## src/spie_consts.vh

```
`ifndef SPIE_CONSTS_VH
`define SPIE_CONSTS_VH

// ==========================================================================
// bus geometry
`define SPIE_ADDR_W       8
`define SPIE_DATA_W       8
`define SPIE_SA6_W        4
`define SPIE_EV_W         5

// ==========================================================================
// register offsets
`define SPIE_OFS_STATUS   8'h0C
`define SPIE_OFS_ENABLE   8'h0D
`define SPIE_OFS_STATE    8'h0E

// ==========================================================================
// reset values
`define SPIE_EN_RESET     5'h00
`define SPIE_STAT_RESET   5'h00
`define SPIE_SA6_RESET    4'h0
`define SPIE_RD_RESET     8'h00

// ==========================================================================
// bit positions shared by status and enable
`define SPIE_BIT_0000     0
`define SPIE_BIT_OTHER    1
`define SPIE_BIT_001X     2
`define SPIE_BIT_1000     3
`define SPIE_BIT_1010     4

// ==========================================================================
// sa6 patterns and compare masks
`define SPIE_PAT_1111     4'hF
`define SPIE_PAT_1110     4'hE
`define SPIE_PAT_1100     4'hC
`define SPIE_PAT_1010     4'hA
`define SPIE_PAT_1000     4'h8
`define SPIE_PAT_001X     4'h2
`define SPIE_PAT_0000     4'h0
`define SPIE_CARE_ALL     4'hF
`define SPIE_CARE_001X    4'hE

`endif

```

## src/spie_change_det.v

```verilog
`include "spie_consts.vh"

// ==========================================================================
// pattern match with entry/exit detection
module spie_change_det #(
  parameter [3:0] PATTERN = `SPIE_PAT_0000,
  parameter [3:0] CARE    = `SPIE_CARE_ALL
) (
  input  wire       clk,
  input  wire       rst,
  input  wire [3:0] sa6_value,
  input  wire       primed,
  output wire       match,
  output wire       change
);

  reg match_reg;

  // masked compare; a zero in CARE drops that bit from the test
  assign match = ((sa6_value ^ PATTERN) & CARE) == 4'h0;

  // previous match state, so both entry and exit give an event
  always @(posedge clk or posedge rst) begin
    if (rst) begin
      match_reg <= 1'b0;
    end else begin
      match_reg <= match;
    end
  end

  // no event until a reference sample has been taken
  assign change = primed & (match ^ match_reg);

endmodule

```

## src/spie_sticky.v

```verilog
`include "spie_consts.vh"

// ==========================================================================
// sticky event bits, cleared on read or by writing ones
module spie_sticky #(
  parameter W = `SPIE_EV_W
) (
  input  wire         clk,
  input  wire         rst,
  input  wire [W-1:0] set_vec,
  input  wire         rd_clear,
  input  wire [W-1:0] wr_clear,
  output wire [W-1:0] status
);

  reg  [W-1:0] status_reg;
  wire [W-1:0] clr_mask;
  wire [W-1:0] status_next;

  // a read clears every bit, a write only the bits written as one
  assign clr_mask    = rd_clear ? {W{1'b1}} : wr_clear;
  // set is applied after clear, so a same-cycle event is kept
  assign status_next = (status_reg & ~clr_mask) | set_vec;

  always @(posedge clk or posedge rst) begin
    if (rst) begin
      status_reg <= {W{1'b0}};
    end else begin
      status_reg <= status_next;
    end
  end

  assign status = status_reg;

endmodule

```

## src/spie_sa6_irq.v

```verilog
// Behaviour
// - bit 4 enables 1010 entry/exit interrupts
// - bit 3 enables 1000 entry/exit interrupts
// - bit 2 enables 001x entry/exit, lsb ignored
// - bit 0 enables 0000 entry/exit interrupts
// - enables read/write, one permits, reset zero
// - events latch sticky, cleared on read
`include "spie_consts.vh"

// ==========================================================================
// sa6 pattern change interrupt logic, one channel
module spie_sa6_irq #(
  parameter SA6_W = `SPIE_SA6_W,
  parameter EV_W  = `SPIE_EV_W
) (
  input  wire                    clk,
  input  wire                    rst,
  input  wire [SA6_W-1:0]        sa6_debounced,
  input  wire [`SPIE_ADDR_W-1:0] reg_addr,
  input  wire [`SPIE_DATA_W-1:0] reg_wdata,
  input  wire                    reg_wr,
  input  wire                    reg_rd,
  output wire [`SPIE_DATA_W-1:0] reg_rdata,
  output wire                    irq
);

  // ========================================================================
  // pattern table
  // the upper three patterns only serve to exclude values from the
  // unlisted class; their own interrupts live elsewhere
  localparam NPAT = 7;
  localparam [4*NPAT-1:0] PATS = {
    `SPIE_PAT_1111, `SPIE_PAT_1110, `SPIE_PAT_1100,
    `SPIE_PAT_1010, `SPIE_PAT_1000, `SPIE_PAT_001X,
    `SPIE_PAT_0000
  };
  localparam [4*NPAT-1:0] CARES = {
    `SPIE_CARE_ALL, `SPIE_CARE_ALL, `SPIE_CARE_ALL,
    `SPIE_CARE_ALL, `SPIE_CARE_ALL, `SPIE_CARE_001X,
    `SPIE_CARE_ALL
  };
  // table slots of the four patterns that raise interrupts here
  localparam SLOT_0000 = 0;
  localparam SLOT_001X = 1;
  localparam SLOT_1000 = 2;
  localparam SLOT_1010 = 3;

  localparam DW = `SPIE_DATA_W;

  // ========================================================================
  // declarations
  reg  [EV_W-1:0]  enable_reg;
  reg  [EV_W-1:0]  enable_next;
  reg  [SA6_W-1:0] sa6_prev_reg;
  reg              primed_reg;
  reg  [DW-1:0]    rdata_reg;
  reg  [DW-1:0]    rdata_next;

  wire [NPAT-1:0]  pat_match;
  wire [NPAT-1:0]  pat_change;
  wire             other_now;
  wire             value_moved;
  wire             other_event;
  wire [EV_W-1:0]  event_vec;
  wire [EV_W-1:0]  status;
  wire [EV_W-1:0]  pending;

  wire             hit_status;
  wire             hit_enable;
  wire             hit_state;
  wire             status_rd;
  wire [EV_W-1:0]  status_w1c;

  // ========================================================================
  // address decode
  assign hit_status = reg_addr == `SPIE_OFS_STATUS;
  assign hit_enable = reg_addr == `SPIE_OFS_ENABLE;
  assign hit_state  = reg_addr == `SPIE_OFS_STATE;

  // the read of the status word is what clears it
  assign status_rd  = reg_rd & hit_status;
  assign status_w1c = (reg_wr & hit_status) ? reg_wdata[EV_W-1:0]
                                            : {EV_W{1'b0}};

  // ========================================================================
  // enable register
  // upper bits of the byte are not kept here and read back as zero
  always @* begin
    enable_next = enable_reg;
    if (reg_wr && hit_enable) begin
      enable_next = reg_wdata[EV_W-1:0];
    end
  end

  // all enables off after reset so nothing fires before setup
  always @(posedge clk or posedge rst) begin
    if (rst) begin
      enable_reg <= `SPIE_EN_RESET;
    end else begin
      enable_reg <= enable_next;
    end
  end

  // ========================================================================
  // reference sample
  // the first cycle after reset only captures the sa6 value; without
  // this a line already at 0000 would look like an entry event
  always @(posedge clk or posedge rst) begin
    if (rst) begin
      primed_reg   <= 1'b0;
      sa6_prev_reg <= `SPIE_SA6_RESET;
    end else begin
      primed_reg   <= 1'b1;
      sa6_prev_reg <= sa6_debounced;
    end
  end

  // ========================================================================
  // pattern detectors, one per table entry
  genvar gi;
  generate
    for (gi = 0; gi < NPAT; gi = gi + 1) begin : g_pat
      spie_change_det #(
        .PATTERN (PATS[4*gi +: 4]),
        .CARE    (CARES[4*gi +: 4])
      ) u_det (
        .clk       (clk),
        .rst       (rst),
        .sa6_value (sa6_debounced),
        .primed    (primed_reg),
        .match     (pat_match[gi]),
        .change    (pat_change[gi])
      );
    end
  endgenerate

  // ========================================================================
  // unlisted values
  // fires each time the value moves to a new unlisted value, so a walk
  // between two unlisted values still reports; leaving the class is
  // seen through the entry event of the listed pattern reached when that is 1010, 1000, 001x or 0000; 1111, 1110 and 1100 give none here
  assign other_now   = ~|pat_match;
  assign value_moved = primed_reg & (sa6_debounced != sa6_prev_reg);
  assign other_event = value_moved & other_now;

  // ========================================================================
  // event vector in status/enable layout
  assign event_vec[`SPIE_BIT_1010]  = pat_change[SLOT_1010];
  assign event_vec[`SPIE_BIT_1000]  = pat_change[SLOT_1000];
  assign event_vec[`SPIE_BIT_001X]  = pat_change[SLOT_001X];
  assign event_vec[`SPIE_BIT_OTHER] = other_event;
  assign event_vec[`SPIE_BIT_0000]  = pat_change[SLOT_0000];

  // ========================================================================
  // sticky status
  // events latch whatever the enables say, so software can poll them
  spie_sticky #(
    .W (EV_W)
  ) u_status (
    .clk      (clk),
    .rst      (rst),
    .set_vec  (event_vec),
    .rd_clear (status_rd),
    .wr_clear (status_w1c),
    .status   (status)
  );

  // ========================================================================
  // interrupt output
  // level output built from flops only, no glitch from the bus side
  assign pending = status & enable_reg;
  assign irq     = |pending;

  // ========================================================================
  // read data, valid the cycle after the strobe
  // the status word is captured before the clear takes effect, so the
  // read reports exactly what is then discarded
  always @* begin
    rdata_next = {DW{1'b0}};
    if (reg_rd) begin
      if (hit_status) begin
        rdata_next[EV_W-1:0] = status;
      end else if (hit_enable) begin
        rdata_next[EV_W-1:0] = enable_reg;
      end else if (hit_state) begin
        rdata_next[SA6_W-1:0] = sa6_prev_reg;
      end
    end
  end

  // unmapped reads and idle cycles return zero
  always @(posedge clk or posedge rst) begin
    if (rst) begin
      rdata_reg <= `SPIE_RD_RESET;
    end else begin
      rdata_reg <= rdata_next;
    end
  end

  assign reg_rdata = rdata_reg;

endmodule

```

## config.mk

```make
export PLATFORM = sky130hd
export DESIGN_NAME = spie_sa6_irq
export DESIGN_NICKNAME = d
export VERILOG_FILES = /design/src/spie_change_det.v /design/src/spie_sticky.v /design/src/spie_sa6_irq.v
export VERILOG_INCLUDE_DIRS = /design/src
export SDC_FILE = /design/constraint.sdc
export NUM_CORES = 1
export LEC_CHECK = 0
export ABC_AREA = 1
export BUFFER_PORTS_ARGS = -buffer_cell sky130_fd_sc_hd__buf_2
export CORE_ASPECT_RATIO = 1.2
export CORE_MARGIN = 1.5
export CORE_UTILIZATION = 25
export DETAILED_ROUTE_END_ITERATION = 8
export PLACE_DENSITY = 0.49
export SYNTH_ARGS = -nofsm -noshare
export SYNTH_HDL_FRONTEND = slang
export SYNTH_SLANG_ARGS = --single-unit
```

## constraint.sdc

```tcl
create_clock -name clk -period 1.52 [get_ports clk]
set_clock_uncertainty 0.2 [all_clocks]
set_input_delay 0.152 -clock clk [delete_from_list [all_inputs] [get_ports clk]]
set_output_delay 0.152 -clock clk [all_outputs]
set_load 0.02 [all_outputs]
```

* Word-level counts from Yosys, hierarchy flattened
Index checks and enable logic that the tools add are counted.
** Storage, ports and cells
- Register bits after elaboration :: 24
- Logic and storage cells :: 53
- Output and inout bits :: 9
** Operators by class
- Equality and inequality tests :: 4
- Reductions and logical operators :: 11
- Bitwise gates (word level) :: 22
- Muxes and demuxes :: 7
** Operators with widths (number)
- $logic_not A4 Y1 :: 7
- $eq A8 B4 Y1 const B :: 3
- $mux W5 :: 4
- $and A5 B5 Y5 :: 2
- $and A1 B1 Y1 :: 8
- $mux W4 :: 2
- $reduce_or A7 Y1 :: 1
- $not A5 Y5 :: 1
- $or A5 B5 Y5 :: 1
- $reduce_or A5 Y1 :: 1
- $ne A4 B4 Y1 :: 1
- $not A2 Y2 :: 2
- $not A4 Y4 :: 1
- $xor A1 B1 Y1 :: 4
- $not A3 Y3 :: 1
- $not A1 Y1 :: 2
- $logic_and A1 B1 Y1 :: 1
- $logic_not A1 Y1 :: 1
- $mux W1 :: 1

* Depth between registers and ports, before layout
- Word-level depth :: 7
- Depth in mapped cells :: 9
- Gate-level depth less buffers :: 8

* Cells and area by module
A second synthesis with hierarchy kept.
** Second synthesis, totals
- Cells, all modules :: 222
- Area, all modules :: 1586.5 um^2
** Modules (own cells, without submodules)
- spie_sa6_irq :: instances 1, area an instance 903.4 um^2, cells an instance 123, seq. area each 375.4 um^2
- spie_sticky :: instances 1, area an instance 203.9 um^2, cells an instance 26, seq. area each 125.1 um^2
- spie_change_det (g_pat[3].u_det ...) :: instances 2, area an instance 65.1 um^2, cells an instance 10, seq. area each 25.0 um^2
- spie_change_det (g_pat[1].u_det) :: instances 1, area an instance 75.1 um^2, cells an instance 12, seq. area each 25.0 um^2
- spie_change_det (g_pat[2].u_det) :: instances 1, area an instance 75.1 um^2, cells an instance 10, seq. area each 25.0 um^2
- spie_change_det (g_pat[5].u_det) :: instances 1, area an instance 73.8 um^2, cells an instance 13, seq. area each 25.0 um^2
- spie_change_det (g_pat[6].u_det) :: instances 1, area an instance 65.1 um^2, cells an instance 9, seq. area each 25.0 um^2
- spie_change_det (g_pat[0].u_det) :: instances 1, area an instance 60.1 um^2, cells an instance 9, seq. area each 25.0 um^2

* Least setup slack after synthesis
Ideal clock, no wire load.
- Path kind :: reg2out
- From :: reg u_status.status_reg[3] (netlist: u_status.status[3])
- To :: out irq
- Data arrival time :: 0.800 ns
- Stages on the path, launching flop included :: 5
- Buffers on the path :: 0
- Data required time :: 1.168 ns
- Path slack :: 0.368 ns
- Path through :: dfrtp_1 nand2_1 o21ai_0 a21oi_1 o211ai_1
** On the way
- Longest elaborated chain between the ends :: 2
** RTL lines
- from (decl) :: RTL line spie_sticky.v:16 : reg [W-1:0] status_reg;
- from (signal assigned) :: RTL line spie_sticky.v:27 : status_reg <= {W{1'b0}};
- from (signal assigned) :: RTL line spie_sticky.v:29 : status_reg <= status_next;
- $and A5 B5 Y5 :: RTL line spie_sa6_irq.v:171 : assign pending = status & enable_reg;
- $reduce_or A5 Y1 :: RTL line spie_sa6_irq.v:172 : assign irq = |pending;
- to (decl) :: RTL line spie_sa6_irq.v:24 : output wire irq
No other way between the ends.

* Final worst setup path
- From :: reg enable_reg[3]
- To :: out irq
** On the way
- Longest elaborated chain between the ends :: 2
** RTL lines
- from (decl) :: RTL line spie_sa6_irq.v:52 : reg [EV_W-1:0] enable_reg;
- from (signal assigned) :: RTL line spie_sa6_irq.v:98 : enable_reg <= `SPIE_EN_RESET;
- from (signal assigned) :: RTL line spie_sa6_irq.v:100 : enable_reg <= enable_next;
- $and A5 B5 Y5 :: RTL line spie_sa6_irq.v:171
- $reduce_or A5 Y1 :: RTL line spie_sa6_irq.v:172
No other way between the ends.

==> impl_metrics.toml <==
[die]
die-height_um = 82.0
die_area_sq_um = 5650
floorplan.initialDensity_pct = 26.2
floorplan.core_area_sq_um = 4970
die_w_um = 68.9
num_io_pins = 33
core.rowCount = 28

[final_layout]
ff_latch_area_sq_um = 601
finalCoreUtilization_pct = 34.5
final_cell_area_sq_um = 1720
layout.nets = 245
filler_cell_count = 558
antenna_cells = 0
total_area_of_multi_input_combinational_cells_sq_um = 551
area_delta_synth_final_pct = 31.9
fraction_of_layout_instances_using_a_drive_strength_above_1_pct = 23.2

[place]
dpl_cell_area_sq_um = 1500
port-buffer-count = 26
post-place-ws_ns = 0.167
gpl.final_weighted_congestion = 0.845
place.detailed.hpwl_um = 2170

[min_path]
timing.hold.worst.class = "input pin to flop"

[yosys]
mappedNetlistArea_sq_um = 1300
yosys_warnings = 0
post_synth_num_cell_types = 20
syn-instance-count = 175
synth.ff_latch_count = 24
per_instance_average_area_after_synthesis_sq_um = 7.44
synth-seq-area-share_pct = 46.2

[timing]
worst_slack_ns = -0.0485
layout_min_cycle_time_ns = 1.57
fmax_ghz = 0.638
slew_viol_final = 0
finalHoldViolations = 0
rsz_0062_raised_after_global_routing = "yes"
fin_setup_tns_ns = -0.0485
final-setup-viol-count = 1
final_min_period_over_clock_period_pct = 103

[detailed_routing]
drt_iter0_markers = 37
viasPerCell = 4.19
post_drt_wl_per_cell_um = 10.4
dr_total_vias = 1173
postRouteAntennaNets = 0
drt_first_pass_iters = 4
post-route-drc-count = 0
detail_route.wirelength_um = 2910

[cts]
source_to_sink_clock_delay_at_the_later_pin_of_the_worst_skew_pair_ns = 0.27
number_of_clock_buffers_inserted_by_tritoncts = 3
clk_pin_slew_worst_paths_ns = 0.09
cts_htree_levels = 1
cts.sinks = 24
root_buffer = "sky130_fd_sc_hd__clkbuf_8"
clock_buffer_depth = 2
tritoncts_clock_tree = "yes"

[power_and_ir_drop]
cellLeakagePower_uw = 0.00101
worst_ir_drop_vdd_mv = 0.322
p_per_area_nw_per_um2 = 860

[status]
failed_checks = "setup timing"
status = "complete, but fails checks"

[global_route]
pin_count_of_the_biggest_net_entering_global_routing = 25
grt_pass1_vias = 1170
grt_first_pass_wirelength_um = 5090
grt_util_all_layers_pct = 12.0
grt_antenna_before_repair = 0
globalRoute.totalOverflow = 0

[worst_setup_path]
worstSetupPathType = "flop to output pin"
worst_ep_arrival_time_ns = 1.22
required_ns = 1.17
setup.worst_path.start_class = "flop"
worst-path-max-fanout = 3
endpoint_kind = "output pin"

[flow_run]
max_cap_viol_count = 0
-- per-layer routing --
layer  vias up  share of wire [%]  global-route usage [%]
met2        34                 49                    20.9
met1       509                 45                    14.4
met4         0                1.7                    4.90
li1        624                  -                       -
met5         -                  0                       0
met3         6                4.2                    2.05
-- layout by cell type, fill, tap and decap left out, drive strengths merged --
master       instances
nand2               49
inv                 35
buf                 32
nand3               30
dfrtp               24
nor2                14
dlygate4sd3         11
o21ai                7
a21oi                5
conb                 4
clkbuf               3
nor3                 2
or2                  1
o211ai               1
o22ai                1
bufinv               1
-- path summary, 6_finish.rpt --
path | start | endpoint | slack [ns] | cells past startpoint
worst max-delay path | enable_reg[3]$_DFFE_PP0P_ | irq | -0.05 | 5
worst min-delay path | reg_wr | u_status.status[2]$_DFF_PP0_ | 0.05 | 4
worst max register to register | sa6_prev_reg[1]$_DFF_PP0_ | u_status.status[1]$_DFF_PP0_ | 0.38 | 7
worst min register to register | u_status.status[0]$_DFF_PP0_ | u_status.status[0]$_DFF_PP0_ | 0.32 | 2
max in group asynchronous | rst | reg_rdata[0]$_DFF_PP0_ | 0.62 | 4
min in group asynchronous | rst | primed_reg$_DFF_PP0_ | 0.25 | 4
-- final cells by class --
cell class	instances	share of cell area [%]
Clock buffer	3	2.41
Clock inverter	1	1.75
Inverter	35	7.65
Multi-Input combinational cell	114	32.1
Sequential cell	24	35.0
Tap cell	60	4.37
Timing Repair Buffer	43	16.8
-- where the power goes --
part           switching [uW]  total [uW]  internal (uW)
Sequential               21.8         689            667
Combinational             116         209           93.3
Clock                     225         578            352
Total                     363        1480           1110
-- synth_stat cells --
| library cell | n | area, sq um |
|---|---|---|
| sky130_fd_sc_hd__dfrtp_1 | 24 | 601 |
| sky130_fd_sc_hd__buf_6 | 1 | 11.3 |
| sky130_fd_sc_hd__nor2_2 | 2 | 12.5 |
| sky130_fd_sc_hd__nor2_8 | 1 | 20.0 |
| sky130_fd_sc_hd__nand2_2 | 2 | 12.5 |
| sky130_fd_sc_hd__nor2_1 | 10 | 37.5 |
| sky130_fd_sc_hd__a21oi_1 | 5 | 25.0 |
| sky130_fd_sc_hd__conb_1 | 2 | 7.51 |
| sky130_fd_sc_hd__o21ai_0 | 7 | 35.0 |
| sky130_fd_sc_hd__nor3_2 | 2 | 20.0 |
| sky130_fd_sc_hd__inv_1 | 34 | 128 |
| sky130_fd_sc_hd__or2_2 | 1 | 6.26 |
| sky130_fd_sc_hd__nand2_1 | 46 | 173 |
| sky130_fd_sc_hd__o211ai_1 | 1 | 7.51 |
| sky130_fd_sc_hd__inv_2 | 1 | 3.75 |
| sky130_fd_sc_hd__nand3_1 | 30 | 150 |
| sky130_fd_sc_hd__buf_4 | 3 | 22.5 |
| sky130_fd_sc_hd__nand2_4 | 1 | 11.3 |
| sky130_fd_sc_hd__o22ai_1 | 1 | 6.26 |
| sky130_fd_sc_hd__nor2_4 | 1 | 11.3 |
-- stage by stage --
stage	std cells	power [uW]	hold slack, ns
finish	280	1480	0.0462
global route	280	1550	0.0767
CTS	280	1490	0.0461
detailed placement	261	868	0.0225
global placement	261	866	0.0186
floorplan	177	801	-0.0334
-- kinds of logic (layout without fill, tap and decap cells) --
family / Yosys count / count (layout) / share of synthesized area (%)
compound gates: 14 / 14 / 5.67
buf+inv: 39 / 82 / 12.7
flops: 24 / 24 / 46.2
other cells: 2 / 4 / 0.577
simple gates: 96 / 96 / 34.9
-- critical path: stages (launching register included) --
cell and delay (ns):
sky130_fd_sc_hd__dfrtp_1 0.41, sky130_fd_sc_hd__nand2_1 0.08, sky130_fd_sc_hd__o21ai_2 0.06, sky130_fd_sc_hd__a21oi_2 0.12, sky130_fd_sc_hd__o211ai_1 0.11, sky130_fd_sc_hd__buf_4 0.17
-- repair_timing --
item,CTS,global route
endpoints found under the hold margin,41,0
pin swaps,2,1
endpoints found under the setup margin,1,1
setup buffers,4,0
hold buffers,11,0
resized for setup,2,4
Note: power is estimated with default switching activity, not from simulation.
